<file path="config.mk">
export PLATFORM = sky130hd
export DESIGN_NAME = reset_source_control
export DESIGN_NICKNAME = d
export VERILOG_FILES = /design/src/reset_source_control_pkg.sv /design/src/reset_source_control.sv
export VERILOG_INCLUDE_DIRS = /design/src
export SDC_FILE = /design/constraint.sdc
export NUM_CORES = 1
export LEC_CHECK = 0
export ABC_CLOCK_PERIOD_IN_PS = 2500
export BUFFER_PORTS_ARGS = -buffer_cell sky130_fd_sc_hd__clkbuf_2
export CAP_MARGIN = 10
export CORE_ASPECT_RATIO = 0.8
export CORE_MARGIN = 8
export CORE_UTILIZATION = 41
export CTS_CLUSTER_DIAMETER = 100
export CTS_CLUSTER_SIZE = 20
export DETAILED_ROUTE_END_ITERATION = 10
export PLACE_DENSITY = 0.67
export SYNTH_ARGS = -nofsm -noshare
export SYNTH_HDL_FRONTEND = slang
export SYNTH_SLANG_ARGS = --single-unit
</file>
<file path="constraint.sdc">
create_clock -name pclk -period 2.5 [get_ports pclk]
set_input_delay 0.125 -clock pclk [delete_from_list [all_inputs] [get_ports pclk]]
set_output_delay 0.125 -clock pclk [all_outputs]
set_load 0.01 [all_outputs]
</file>
<file path="src/reset_source_control_consts.svh">
// reset source control: timing counts, apb offsets, field positions
// assumes a 25 mhz pclk; included by the package and the design
`ifndef RESET_SOURCE_CONTROL_CONSTS_SVH
`define RESET_SOURCE_CONTROL_CONSTS_SVH

`define CLK_PERIOD_NS        40
`define POWERUP_TIMEOUT_MS   64
`define POWERUP_CYCLES       ((`POWERUP_TIMEOUT_MS * 1000000) / `CLK_PERIOD_NS)
`define FILTER_TIME_NS       400
`define FILTER_CYCLES        ((`FILTER_TIME_NS + `CLK_PERIOD_NS - 1) / `CLK_PERIOD_NS)
`define PIN_FILTER_NS        200
`define PIN_FILTER_CYCLES    ((`PIN_FILTER_NS + `CLK_PERIOD_NS - 1) / `CLK_PERIOD_NS)
`define EXEC_DELAY_CYCLES    10
`define CNT_W                21

`define ADDR_CTRL            12'h000
`define ADDR_CAUSE           12'h004
`define ADDR_STAT            12'h008

`define CTRL_SW_EN_BIT       0
`define CTRL_PULLUP_BIT      1
`define CTRL_RESET           2'h1
`define CAUSE_W              8
`define CAUSE_RESET          8'hff

`endif

</file>
<file path="src/reset_source_control_pkg.sv">
// reset source control: types shared by the design and its bench
// assumes the consts header sits in the same folder
package reset_source_control_pkg;
   `include "reset_source_control_consts.svh"

   typedef enum logic [1:0] {
      brownout_off   = 2'b00,
      brownout_sw    = 2'b01,
      brownout_nslp  = 2'b10,
      brownout_on    = 2'b11
   } brownout_mode_t;

   typedef enum logic [2:0] {
      st_hold   = 3'b000,
      st_powerup = 3'b001,
      st_pin    = 3'b010,
      st_exec   = 3'b011,
      st_run    = 3'b100
   } seq_state_t;

   // cause flags as in the cause register: active low, except the two stack flags, which are set to 1
   typedef struct packed {
      logic stk_ovf_n;
      logic stk_unf_n;
      logic wdog_n;
      logic pin_n;
      logic instr_n;
      logic por_n;
      logic bor_n;
      logic prog_n;
   } cause_t;

   typedef struct packed {
      brownout_mode_t brownout_mode_cfg;
      logic [1:0] brownout_level_sel;
      logic       reset_pin_enable_cfg;
      logic       low_voltage_prog_cfg;
      logic [1:0] powerup_delay_select;
   } cfg_t;

   typedef struct packed {
      logic s1_por;
      logic s2_por;
      logic s1_low;
      logic s2_low;
      logic s1_rdy;
      logic s2_rdy;
      logic s1_pin;
      logic s2_pin;
   } sync_t;

   typedef struct packed {
      sync_t                     sy;
      seq_state_t                st;
      logic [`CNT_W-1:0]         cnt;
      logic [3:0]                brownout_cnt;
      logic [3:0]                pin_cnt;
      logic                      pin_filt;
      logic                      sw_en;
      logic                      pullup_sw;
      cause_t                    cause;
      logic                      core_rst;
      logic                      exec_en;
      logic [31:0]               prdata;
   } state_t;
endpackage

</file>
<file path="src/reset_source_control.sv">
// reset source control: gathers reset sources, runs start-up sequence
// assumes analog monitor outputs and the pin are async; apb on pclk
// How it works
// power-on, brown-out, pin, watchdog, instruction, stack, prog-exit all reset
// power-up delay timer extends reset after power-on or brown-out
// reset held while power-on monitor reports low supply
// programming exit runs the power-on sequence and flags
// 2-bit mode picks always on, off in sleep, software, always off
// threshold select passed straight to the supply monitor
// brown-out resets only after low persists past filter time
// always on: start waits for ready, active in sleep, no wake delay
// off in sleep: inactive asleep, wake waits for monitor ready
// software mode: enable bit decides, start-up does not wait
// software mode: active once ready, ready flag readable, sleep ignored
// always off: detection off, software enable ignored
// always on: ready flag set before core may execute
// pin function on when low-voltage prog is 1 or pin enable is 1
// pin reset clears the pin cause flag
// enabled pin held low keeps device in reset
// short pin pulses are filtered out
// pin never driven low by internal resets
// enabled pin function forces the weak pull-up
// disabled pin is plain input, pull-up under software
// power-up timer starts at release, holds up to its time-out
// execution begins fixed clock count after reset release
// each reset but power-on updates only its own cause flag; power-on sets all others to 1
// resets merged, asserted async and released on pclk; only presetn asserts async, the other sources assert on pclk through core_rst
// pin and monitor outputs synchronised before use
`timescale 1ns/1ns
`include "reset_source_control_consts.svh"
module reset_source_control
   import reset_source_control_pkg::*;
(
   // clock and reset
   input  wire logic        pclk,
   input  wire logic        presetn,
   // apb slave
   input  wire logic        psel,
   input  wire logic        penable,
   input  wire logic        pwrite,
   input  wire logic [11:0] paddr,
   input  wire logic [31:0] pwdata,
   output logic [31:0]      prdata,
   output logic             pready,
   output logic             pslverr,
   // configuration bits
   input  wire cfg_t        cfg,
   // analog monitors
   input  wire logic        por_low,
   input  wire logic        brownout_low,
   input  wire logic        brownout_ready,
   output logic [1:0]       brownout_level_sel,
   output logic             brownout_monitor_en,
   // external reset pin and its pad
   input  wire logic        external_reset_pin,
   output logic             pin_out,
   output logic             pin_oe_n,
   output logic             pin_pullup_en,
   output logic             pin_gpio_in,
   // core side reset requests, sleep state and wake request
   input  wire logic        watchdog_reset,
   input  wire logic        reset_instr,
   input  wire logic        stack_overflow_reset,
   input  wire logic        stack_underflow_reset,
   input  wire logic        prog_exit,
   input  wire logic        sleep_mode,
   input  wire logic        wake_req,
   // core side results
   output logic             core_reset_n,
   output logic             exec_enable,
   output logic             wake_hold
);
   state_t r_r;
   state_t r_nxt;

   logic pin_fn;
   logic brownout_active;
   logic brownout_trip;
   logic pin_rst;
   logic core_req;
   logic por_req;
   logic wr;
   logic rd;
   logic start_wait;
   logic powerup_on;
   logic [`CNT_W-1:0] powerup_len;

   assign pin_fn = cfg.low_voltage_prog_cfg
                 | cfg.reset_pin_enable_cfg;
   always_comb begin
      case (cfg.brownout_mode_cfg)
         brownout_on:   brownout_active = 1'b1;
         brownout_nslp: brownout_active = ~sleep_mode;
         brownout_sw:   brownout_active = r_r.sw_en & r_r.sy.s2_rdy;
         default:       brownout_active = 1'b0;
      endcase
   end
   // monitor kept alive in sw mode regardless of sleep
   assign brownout_monitor_en = brownout_active
      | (cfg.brownout_mode_cfg == brownout_sw && r_r.sw_en);
   assign brownout_level_sel = cfg.brownout_level_sel;
   assign brownout_trip = brownout_active
      && r_r.brownout_cnt >= 4'(`FILTER_CYCLES);
   assign pin_rst  = pin_fn & ~r_r.pin_filt;
   assign por_req  = r_r.sy.s2_por | prog_exit;
   assign core_req = watchdog_reset | reset_instr
      | stack_overflow_reset | stack_underflow_reset;
   assign start_wait = (cfg.brownout_mode_cfg == brownout_on
      || cfg.brownout_mode_cfg == brownout_nslp)
      && !(r_r.sy.s2_rdy && !r_r.sy.s2_low);
   assign powerup_on = cfg.powerup_delay_select != 2'b00;
   always_comb begin
      case (cfg.powerup_delay_select)
         2'b01:   powerup_len = `CNT_W'(`POWERUP_CYCLES / 16);
         2'b10:   powerup_len = `CNT_W'(`POWERUP_CYCLES / 4);
         default: powerup_len = `CNT_W'(`POWERUP_CYCLES);
      endcase
   end
   assign wr = psel & penable & pwrite;
   assign rd = psel & ~penable & ~pwrite;

   always_comb begin
      r_nxt = r_r;
      // two-stage synchronisers, second stage only is read
      r_nxt.sy.s1_por = por_low;
      r_nxt.sy.s2_por = r_r.sy.s1_por;
      r_nxt.sy.s1_low = brownout_low;
      r_nxt.sy.s2_low = r_r.sy.s1_low;
      r_nxt.sy.s1_rdy = brownout_ready;
      r_nxt.sy.s2_rdy = r_r.sy.s1_rdy;
      r_nxt.sy.s1_pin = external_reset_pin;
      r_nxt.sy.s2_pin = r_r.sy.s1_pin;

      // low supply must persist before a trip
      if (r_r.sy.s2_low && brownout_active) begin
         if (r_r.brownout_cnt != 4'hf)
            r_nxt.brownout_cnt = r_r.brownout_cnt + 4'h1;
      end else begin
         r_nxt.brownout_cnt = 4'h0;
      end

      // pin filter: level must differ for several cycles to change
      if (r_r.sy.s2_pin != r_r.pin_filt) begin
         r_nxt.pin_cnt = r_r.pin_cnt + 4'h1;
         if (r_r.pin_cnt >= 4'(`PIN_FILTER_CYCLES - 1)) begin
            r_nxt.pin_filt = r_r.sy.s2_pin;
            r_nxt.pin_cnt  = 4'h0;
         end
      end else begin
         r_nxt.pin_cnt = 4'h0;
      end

      // sequencer
      case (r_r.st)
         st_hold: begin
            r_nxt.core_rst = 1'b1;
            r_nxt.exec_en  = 1'b0;
            r_nxt.cnt      = '0;
            if (!por_req && !brownout_trip)
               r_nxt.st = powerup_on ? st_powerup : st_pin;
         end
         st_powerup: begin
            r_nxt.cnt = r_r.cnt + `CNT_W'(1);
            if (r_r.cnt >= powerup_len - `CNT_W'(1)) begin
               r_nxt.st  = st_pin;
               r_nxt.cnt = '0;
            end
         end
         st_pin: begin
            // timer runs on independently of a held pin
            if (!pin_rst && !start_wait) begin
               r_nxt.core_rst = 1'b0;
               r_nxt.st       = st_exec;
               r_nxt.cnt      = '0;
            end
         end
         st_exec: begin
            r_nxt.cnt = r_r.cnt + `CNT_W'(1);
            if (r_r.cnt >= `CNT_W'(`EXEC_DELAY_CYCLES - 1)) begin
               r_nxt.exec_en = 1'b1;
               r_nxt.st      = st_run;
            end
         end
         st_run: begin
            if (core_req || pin_rst) begin
               r_nxt.core_rst = 1'b1;
               r_nxt.exec_en  = 1'b0;
               r_nxt.st       = st_pin;
            end
         end
         default: r_nxt.st = st_hold;
      endcase

      // software writes first so a hardware event wins
      if (wr && paddr == `ADDR_CTRL) begin
         r_nxt.sw_en     = pwdata[`CTRL_SW_EN_BIT];
         r_nxt.pullup_sw = pwdata[`CTRL_PULLUP_BIT];
      end
      if (wr && paddr == `ADDR_CAUSE)
         r_nxt.cause = cause_t'(pwdata[`CAUSE_W-1:0]);

      // cause flags: power-on resets all flags, otherwise only the active source changes
      if (por_req) begin
         r_nxt.cause  = cause_t'(`CAUSE_RESET);
         r_nxt.cause.por_n = 1'b0;
         r_nxt.st     = st_hold;
         r_nxt.sw_en  = 1'b1;
      end else if (brownout_trip) begin
         r_nxt.cause.bor_n = 1'b0;
         r_nxt.st     = st_hold;
         r_nxt.sw_en  = 1'b1;
      end else if (r_r.st == st_run || r_r.st == st_exec) begin
         if (pin_rst)
            r_nxt.cause.pin_n = 1'b0;
         if (watchdog_reset)
            r_nxt.cause.wdog_n = 1'b0;
         if (reset_instr)
            r_nxt.cause.instr_n = 1'b0;
         if (stack_overflow_reset)
            r_nxt.cause.stk_ovf_n = 1'b1;
         if (stack_underflow_reset)
            r_nxt.cause.stk_unf_n = 1'b1;
         if ((pin_rst || core_req) && r_r.st == st_exec) begin
            r_nxt.core_rst = 1'b1;
            r_nxt.exec_en  = 1'b0;
            r_nxt.st       = st_pin;
         end
      end

      // apb read data latched in setup
      if (rd) begin
         case (paddr)
            `ADDR_CTRL:  r_nxt.prdata = {30'h0, r_r.pullup_sw, r_r.sw_en};
            `ADDR_CAUSE: r_nxt.prdata = {24'h0, r_r.cause};
            `ADDR_STAT:  r_nxt.prdata = {27'h0, r_r.exec_en, pin_fn,
                                         brownout_active, r_r.pin_filt,
                                         r_r.sy.s2_rdy};
            default:     r_nxt.prdata = 32'h0;
         endcase
      end
   end

   always_ff @(posedge pclk or negedge presetn) begin
      if (!presetn) begin
         r_r           <= '0;
         r_r.st        <= st_hold;
         r_r.core_rst  <= 1'b1;
         r_r.sw_en     <= 1'b1;
         r_r.pin_filt  <= 1'b1;
         r_r.sy.s1_pin <= 1'b1;
         r_r.sy.s2_pin <= 1'b1;
         r_r.sy.s1_por <= 1'b1;
         r_r.sy.s2_por <= 1'b1;
         r_r.cause     <= cause_t'(`CAUSE_RESET);
      end else begin
         r_r <= r_nxt;
      end
   end

   // async assert by presetn, sync release through core_rst
   assign core_reset_n  = presetn & ~r_r.core_rst;
   assign exec_enable   = r_r.exec_en;
   // wake waits for ready and a supply back above threshold
   assign wake_hold     = wake_req
      && cfg.brownout_mode_cfg == brownout_nslp
      && !(r_r.sy.s2_rdy && !r_r.sy.s2_low);
   assign pin_out       = 1'b1;
   assign pin_oe_n      = 1'b1;
   assign pin_pullup_en = pin_fn | r_r.pullup_sw;
   assign pin_gpio_in   = r_r.sy.s2_pin;
   assign prdata        = r_r.prdata;
   assign pready        = 1'b1;
   assign pslverr       = psel & penable & (paddr != `ADDR_CTRL)
      & (paddr != `ADDR_CAUSE) & (paddr != `ADDR_STAT);
endmodule // reset_source_control

</file>
== Yosys cells after proc, flatten, opt, wreduce, memory -nomap -nowiden ==
Cells that the tools add are included.
Cells by class
  $add $sub $neg: 4
  order comparisons: 4
  equal/unequal tests: 17
  mux-type cells: 44
  bitwise operators: 22
  reduce and logical (&&, ||, !) cells: 31
Operators with widths (count)
  21-bit case mux with 4 select lines: 1
  24-bit two-way mux: 2
  21-bit case mux with 2 select lines: 1
  8-bit case mux with 3 select lines: 1
  21-bit by 1-bit adder with 21-bit output (second input constant): 1
  21-bit >= comparator: 1
  21-bit by 4-bit >= comparator with 1-bit output (second input constant): 1
  3-bit two-way mux: 7
  21-bit by 1-bit subtractor with 21-bit output (second input constant): 1
  5-bit two-way mux: 4
  3-bit case mux with 5 select lines: 1
  2-bit two-way mux: 7
  1-bit two-way mux: 13
  12-bit by 3-bit equality test with 1-bit output (second input constant): 1
  12-bit by 4-bit equality test with 1-bit output (second input constant): 1
  1-bit logical AND: 12
  12-bit logical NOT: 1
  4-bit two-way mux: 3
  12-bit by 3-bit != test with 1-bit output (second input constant): 1
  12-bit by 4-bit != test with 1-bit output (second input constant): 1
  12-bit nonzero test: 1
  1-bit bitwise AND: 10
  1-bit case mux with 3 select lines: 3
  4-bit by 1-bit adder with 4-bit output (second input constant): 2
  21 further kinds: 45
Storage, ports and cells
  register bits: 85
  bits of input ports: 68
  output and inout port bits: 44
  logic and storage cells: 148

== Depth between registers and ports, before layout ==
Gate-level depths: netlist of the first run.
  word-level depth: 12
  mapped depth: 11
  gate-level depth less buffers: 10

== Worst setup path before layout of the first run ==
Ideal clock, no wire load.
  path type: in2reg
  from: in cfg[0] (netlist bit)
  to: reg r_r[59] (netlist bit)
  library setup time: 0.087 ns
  arrival: 2.082 ns
  data required time: 2.413 ns
  setup slack: 0.332 ns
  stages: 10
  buffers on the path: 1
  cells stage by stage: inv_1 -> ha_1 -> ha_1 -> a21oi_1 -> o21ai_0 -> o21a_2 -> nor4b_4 -> nor2_4 -> buf_6 -> o211ai_1
Between the ends
  cells in the longest elaborated chain, start to end: 6
  elaborated cells on any way between the ends: 7
  classes of those cells: add/sub (1); order compare (1); eq/ne (2); mux (3)
Ends and longest elaborated chain
  start: declaration: RTL line reset_source_control.sv:47  | input wire cfg_t cfg,
  2-bit equality test or 2-bit by 1-bit equality test with 1-bit output (tied branches): RTL line reset_source_control.sv:113  | case (cfg.powerup_delay_select)
  21-bit case mux with 2 select lines (*): RTL line reset_source_control.sv:113
  21-bit by 1-bit subtractor with 21-bit output (*): RTL line reset_source_control.sv:164  | if (r_r.cnt >= powerup_len - `CNT_W'(1)) begin
  21-bit >= comparator (*): RTL line reset_source_control.sv:164
  24-bit two-way mux (*): RTL line reset_source_control.sv:164
  21-bit case mux with 4 select lines (*): RTL line reset_source_control.sv:154  | case (r_r.st)
  end signal: assignment: RTL line reset_source_control.sv:256  | r_r <= r_nxt;
  end: declaration: RTL line reset_source_control.sv:73  | state_t r_r;
Every way passes the cells marked *; elsewhere a longest branch is shown, timed or not.
A chain may end at the register's enable or synchronous reset.

== Worst setup path after layout of the first run ==
  from: reg r_r[53] (netlist bit)
  to: reg r_r[65] (netlist bit)
Between the ends
  cells in the longest elaborated chain, start to end: 3
  elaborated cells on any way between the ends: 4
  classes of those cells: add/sub (1); order compare (1); mux (2)
Ends and longest elaborated chain (RTL line)
  21-bit by 1-bit adder with 21-bit output or 21-bit >= comparator (tied branches): reset_source_control.sv:163, reset_source_control.sv:178, reset_source_control.sv:164
  24-bit two-way mux: reset_source_control.sv:164
  21-bit case mux with 4 select lines (*): reset_source_control.sv:154
Marks and branches as above.

==> impl_metrics.env, run 1 <==
export IMPL_final_util_pct=48.33
export IMPL_grt_max_degree=62
export IMPL_power_leakage_nw=2.081
export IMPL_worst_slew_pin_slew_ps=772.2
export IMPL_hold_class="primary input to async pin"
export IMPL_grt_use_total_pct=14.55
export IMPL_synth_edf_count=0
export IMPL_coreArea_sq_um=9489
export IMPL_cts_root_buffer_cell="clkbuf_16"
export IMPL_maxSlewHeadroom_pct=48.52
export IMPL_drv_cap=0
export IMPL_synthCells=443
export IMPL_final_fill_count=891
export IMPL_cts_htree_levels=3
export IMPL_crit_type="flop to flop"
export IMPL_wl_mm=9.142
export IMPL_fp_dieW_um=125.5
export IMPL_endpoint_kind="flop"
export IMPL_cts_setup_buffers=0
export IMPL_worstSkewPairLatency_ps=330
export IMPL_dr_total_vias=3323
export IMPL_hold_buffers=7
export IMPL_drc=0
export IMPL_dp_cells=607
export IMPL_cts_buffers=9
export IMPL_period_share_pct=92.79
export IMPL_finalSetupViolations=0
export IMPL_synth_cell_types=55
export IMPL_finalClockSkew_ps=6.041
export IMPL_drt_vias_per_instance=5.275
export IMPL_syn_cell_area_sq_um=3930
export IMPL_drive_gt1_share_pct=22.70
export IMPL_gr_total_overflow=0
export IMPL_failed_checks="hold timing"
export IMPL_wl_per_cell_um=14.51
export IMPL_grt_pass1_vias=3177
export IMPL_ctsResizeCount=0
export IMPL_fin_hold_ws_ps=-13.20
export IMPL_io_buffers=56
export IMPL_period_needed_ps=2320
export IMPL_max_vdd_ir_drop_mv=0.3633
export IMPL_critPathRequiredTime_ps=2740
export IMPL_setup_worst_path_start_class="flop"
export IMPL_tritoncts="done"
export IMPL_rsz0062_at_grt="no"
export IMPL_die_h_um=103.6
export IMPL_initial_core_util_pct=41.42
export IMPL_first_pass_iters=4
export IMPL_status="finished, violations left"
export IMPL_max_freq_mhz=431.1
export IMPL_seq_area_frac_synth_pct=39.32
export IMPL_syn_area_per_cell_sq_um=8.871
export IMPL_yosys_most_used_dff="dfrtp_1"
export IMPL_die_area_sq_um=12990
export IMPL_n_antenna_cell=0
export IMPL_final_net_count=598
export IMPL_hold_viol=17
export IMPL_antenna_found_initial=0
export IMPL_area_delta_synth_final_pct=16.68
export IMPL_cts_sinks=61
export IMPL_drtIter0Drc=244
export IMPL_synth_seq_cells=61
export IMPL_cp_arrival_ps=2560
export IMPL_grt_pass1_wl_mm=15.60
export IMPL_gp_congestion=0.8809
export IMPL_critPathMaxFanout=8
export IMPL_slew_viol_final=0
export IMPL_fin_cells=630
export IMPL_ys_warn_count=0
export IMPL_dp_hpwl_mm=6.928
export IMPL_drtAntennaViolNets=0
export IMPL_power_density_nw_per_um2=556.5
export IMPL_row_count=32
export IMPL_synthArstFlopShare_pct=100.0
export IMPL_cts_buffer_depth=2
export IMPL_io_pins=112
export IMPL_clkTransAtPathRegs_ps=50
==> cell usage in the layout, fill, tap and decap left out, types with 3 or more instances in the layout <==
master,synthesis,final
conb_1,2,28
o211ai_1,7,7
dfstp_2,15,15
buf_4,37,15
o21a_1,4,4
and2_1,4,4
ha_1,24,24
nand3_1,16,16
mux2i_1,11,11
nor3_1,15,15
nor2b_1,8,8
nand2_1,62,62
o31ai_1,8,8
a32oi_1,3,3
inv_6,0,3
o21ai_1,11,11
dlygate4sd3_1,0,7
nor2_1,38,38
xnor2_1,5,5
nand4_1,7,7
clkbuf_2,0,56
nand2b_1,3,3
inv_1,12,12
a21oi_1,18,18
or2_2,3,3
clkbuf_16,0,9
o22ai_1,7,7
nor4_1,9,9
dfrtp_1,46,46
o21ai_0,17,17
a22oi_1,3,3
or3_1,4,4
==> through the flow <==
step	setup WS, ps	setup TNS (ps)	hold slack (ps)	total power [mW]	cell area [sq um]
2_1_floorplan	331.9	0	-170.6	1.221	4028
3_3_place_gp	30.75	0	213.1	1.282	4209
3_5_place_dp	-7.729	-12.68	214.3	1.291	4209
4_1_cts	182.5	0	33.58	2.578	4586
5_1_grt	43.51	0	54.89	2.667	4586
6_report	180.2	0	-13.20	2.552	4586
==> path summary, 6_finish.rpt <==
kind	start	slack (ps)	cells after the start	to
setup reg to reg	r_r[53]	180	9	r_r[65]
max in group asynchronous	presetn	2000	2	prdata[6]
hold / removal	presetn	-10	2	r_r[55]
min in group pclk	stack_overflow_reset	40	3	r_r[41]
hold reg to reg	r_nxt[79]	350	0	r_r[79]
setup / recovery	r_r[53]	180	9	r_r[65]
==> registers in the layout, indices dropped and copies added, names as in the netlist <==
register / cells
r_r: 47
pin_gpio_in: 1
prdata: 8
exec_enable: 1
r_nxt: 4
==> power by group <==
part	switching, mW	total [mW]	internal (mW)
Clock	0.483	1.27	0.784
Combinational	0.143	0.238	0.0953
Sequential	0.0309	1.05	1.02
==> cells in the mapped netlist, types with 2 or more instances <==
| master | count | area share, % |
|---|---|---|
| o31ai_1 | 8 | 1.5 |
| nor4_2 | 2 | 0.64 |
| o211ai_1 | 7 | 1.3 |
| xor2_1 | 2 | 0.45 |
| o21ai_0 | 17 | 2.2 |
| o22ai_1 | 7 | 1.1 |
| a32oi_1 | 3 | 0.67 |
| nand2_1 | 62 | 5.9 |
| nor4_1 | 9 | 1.4 |
| o21a_1 | 4 | 0.76 |
| o21ai_1 | 11 | 1.4 |
| nor3_1 | 15 | 1.9 |
| nor2_1 | 38 | 3.6 |
| a211oi_1 | 2 | 0.38 |
| dfrtp_1 | 46 | 29 |
| and2_1 | 4 | 0.64 |
| ha_1 | 24 | 7.6 |
| a21oi_1 | 18 | 2.3 |
| nand4_1 | 7 | 1.1 |
| dfstp_2 | 15 | 10 |
| a22oi_1 | 3 | 0.57 |
| buf_4 | 37 | 7.1 |
| mux2i_1 | 11 | 2.8 |
| conb_1 | 2 | 0.19 |
| clkbuf_1 | 9 | 0.86 |
| nor2b_1 | 8 | 1.3 |
| nand3_1 | 16 | 2.0 |
| nand2b_1 | 3 | 0.48 |
| mux2_2 | 2 | 0.57 |
| or4_1 | 2 | 0.38 |
| buf_2 | 3 | 0.38 |
| xnor2_1 | 5 | 1.1 |
| buf_6 | 3 | 0.86 |
| or2_2 | 3 | 0.48 |
| or3_1 | 4 | 0.64 |
| inv_1 | 12 | 1.1 |
==> cell families (layout without fill, tap and decap cells) <==
family	count (synthesis)	count (layout)	synth area share [%]
compound gates	91	91	14.87
xor+xnor	7	7	1.560
fa+ha+maj	24	24	7.641
buf+inv	64	106	10.31
flops	61	61	39.32
mux	13	13	3.375
other cells	2	28	0.1911
simple gates	181	181	22.73
==> metal layers <==
metal,up-vias,GRT usage (%),wire length (um)
met5,-,0,0
met4,0,4.510,111
met3,11,4.406,562
li1,1641,-,-
met1,1578,19.13,4243
met2,93,22.41,4225
==> area by class of cell <==
cell class                 count  area [sq um]  share of cell area [%]
clock buffer                   9         225.2                   4.911
clock inverter                 7         81.33                   1.774
inverter                      12         45.04                  0.9823
multi-input combinational    344          2077                   45.29
sequential                    61          1545                   33.70
tap                          119         148.9                   3.247
timing repair buffer          78         462.9                   10.10
==> critical path, cell delays in order, from the launching register on <==
cell	delay [ps]
dfrtp_1	460
ha_1	290
a21oi_1	270
a2111oi_2	80
o21a_2	230
nor4b_4	280
buf_4	230
nor2_4	40
buf_4	170
o211ai_1	180
Power figures use the tool's default switching activity.
==> inputs of run 2 (changes only) <==
Settings changed: CELL_PAD_IN_SITES_DETAIL_PLACEMENT from default to 0, CELL_PAD_IN_SITES_GLOBAL_PLACEMENT from default to 1, CORE_UTILIZATION 41 to 39, PLACE_DENSITY 0.67 to 0.83.
==> run 2 against run 1 <==
  * The run now ends clean
  * Clock skew grew 5.6 ps
  * Sequential cell count is the same
  * Cell count grew 6.3%
  * Count of clock-buffer cells in the layout is the same
  * Utilization grew 1.1 points
  * Power grew 0.86%
  * Maximum frequency grew 5.5%
  * Design area grew 4.8%
  * Sequential share of layout area shrank 1.5 points
  * Sequential power is essentially flat
  * Worst hold slack gained 59 ps
  * Combinational power grew 15%
  * Critical path type unchanged
  * Critical endpoint is now r_r[57]
==> impl_metrics.env, run 2 (synthesized netlist as in run 1, its figures left out) <==
export IMPL_coreArea_sq_um=9729
export IMPL_first_pass_iters=5
export IMPL_maxSlewHeadroom_pct=26.82
export IMPL_p_sw_share_pct=25.64
export IMPL_rsz0062_at_grt="no"
export IMPL_p_sw_mw=0.6599
export IMPL_largest_reg_flops=47
export IMPL_critPathMaxFanout=12
export IMPL_grt_pass1_vias=3422
export IMPL_dp_hpwl_mm=7.561
export IMPL_power_leakage_nw=2.207
export IMPL_initial_core_util_pct=40.39
export IMPL_drtAntennaViolNets=0
export IMPL_tns_ps=0
export IMPL_row_count=32
export IMPL_drive_gt1_share_pct=25.84
export IMPL_io_pins=112
export IMPL_slew_viol_final=0
export IMPL_power_density_nw_per_um2=535.6
export IMPL_cts_sinks=61
export IMPL_final_cell_mix="nand2_1 (62), clkbuf_2 (56), dfrtp_1 (46), nor2_1 (38), buf_4 (35)"
export IMPL_final_util_pct=49.40
export IMPL_cp_arrival_ps=2410
export IMPL_gp_congestion=0.8282
export IMPL_n_antenna_cell=0
export IMPL_worst_slew_pin_slew_ps=1090
export IMPL_max_vdd_ir_drop_mv=0.3797
export IMPL_max_freq_mhz=454.7
export IMPL_internal_power_mw=1.914
export IMPL_dp_cells=643
export IMPL_crit_type="flop to flop"
export IMPL_gr_total_overflow=0
export IMPL_grt_use_total_pct=14.96
export IMPL_die_h_um=105.8
export IMPL_setup_worst_path_start_class="flop"
export IMPL_regMostFlops="r_r"
export IMPL_tritoncts="done"
export IMPL_die_area_sq_um=13560
export IMPL_finalClockSkew_ps=11.63
export IMPL_power_mw=2.574
export IMPL_endpoint_kind="flop"
export IMPL_clockPowerShare_pct=49.2
export IMPL_drtIter0Drc=163
export IMPL_hold_viol=0
export IMPL_io_buffers=56
export IMPL_grt_pass1_wl_mm=16.66
export IMPL_cp_cell_sequence="or3b_1 > a2111oi_2 > o21a_2 > nor4b_4 > buf_12 > buf_4 > nor3_1 > o21ai_1"
export IMPL_cts_buffer_depth=2
export IMPL_critical_path_top_delay_family="compound AO/OA/AOI/OAI gates"
export IMPL_clkTransAtPathRegs_ps=60
export IMPL_wl_mm=9.813
export IMPL_finalSetupViolations=0
export IMPL_wl_per_cell_um=14.65
export IMPL_critPathRequiredTime_ps=2710
export IMPL_hold_class="primary input to flop"
export IMPL_cts_root_buffer_cell="clkbuf_16"
export IMPL_ctsResizeCount=0
export IMPL_cts_buffers=9
export IMPL_layout_commonest_cell="nand2_1"
export IMPL_cts_htree_levels=3
export IMPL_drv_cap=0
export IMPL_seqPwrFrac_pct=40.2
export IMPL_worstSkewPairLatency_ps=330
export IMPL_cp_slowest_cell="dfrtp_1"
export IMPL_reg2reg_slack_ps=300
export IMPL_period_share_pct=87.97
export IMPL_status="completed"
export IMPL_fp_dieW_um=128.2
export IMPL_p_comb_share_pct=10.6
export IMPL_area_delta_synth_final_pct=22.29
export IMPL_drt_vias_per_instance=5.070
export IMPL_drc=0
export IMPL_antenna_found_initial=0
export IMPL_final_net_count=621
export IMPL_dr_total_vias=3397
export IMPL_grt_max_degree=49
export IMPL_fin_cells=670
export IMPL_cp_num_buf_inv=2
export IMPL_period_needed_ps=2199
export IMPL_cpPeakStageDelay_ps=470
[run 2: cell types whose count changed in the layout (fill, tap and decap cells not counted)]
| cell | delta |
|---|---|
| buf_12 | +2 |
| buf_4 | +20 |
| clkinv_4 | -2 |
| clkinvlp_4 | +1 |
| dlygate4sd3_1 | +1 |
| inv_6 | +1 |
[run 2: worst reg2reg max path: cells and delay by family, from the launching register on]
family / cells / cell delay, ps
AOI/OAI and AO/OA: 3 / 690
DFF: 1 / 470
buffers and inverters: 2 / 310
and+or+nand+nor: 3 / 630
[run 2: per-stage QoR]
stage	area [sq um]	hold WS [ps]	setup WS, ps
2_1_floorplan	4028	-170.6	331.9
3_3_place_gp	4385	54.13	-277.5
3_5_place_dp	4385	64.23	-398.4
4_1_cts	4806	34.31	278.9
5_1_grt	4806	58.83	103.7
6_report	4806	45.40	300.8
[run 2: metal layers]
metal / track usage [%] / part of all wire (%) / wire length (um)
met1: 20.55 / 47 / 4636
met2: 23.17 / 46 / 4521
met3: 3.474 / 6.1 / 596
met4: 3.556 / 0.59 / 58
met5: 0 / 0 / 0
[run 2: timing repair]
action,4_1_cts,5_1_grt
hold endpoints to repair,15,0
hold buffers,8,0
endpoints found under the setup margin,13,0
setup buffers,3,0
[run 2: final timing paths]
check	startpoint	endpoint	cells past startpoint
min in group asynchronous	presetn	r_r[46]	2
min	pwdata[0]	r_r[34]	3
max in group asynchronous	presetn	r_r[67]	3
min reg2reg	r_nxt[77]	pin_gpio_in	0
max reg2reg	r_r[58]	r_r[57]	8
max	r_r[58]	r_r[57]	8
[run 2: power groups by stage]
stage          combinational [mW]  clock, mW  sequential (mW)
2_1_floorplan               0.167          0             1.05
5_1_grt                     0.308       1.33             1.04
6_report                    0.273       1.27             1.03
3_3_place_gp                0.251          0             1.05
3_5_place_dp                0.256          0             1.05
4_1_cts                     0.273       1.28             1.03
[run 2: cell type report]
| class | instances | area, sq um |
|---|---|---|
| Tap cell | 136 | 170.2 |
| Timing Repair Buffer | 101 | 663.1 |
| Sequential cell | 61 | 1545 |
| Multi-Input combinational cell | 344 | 2077 |
| Clock buffer | 9 | 225.2 |
| Inverter | 12 | 45.04 |
| Fill cell | 938 | 4923 |
| Clock inverter | 7 | 80.08 |
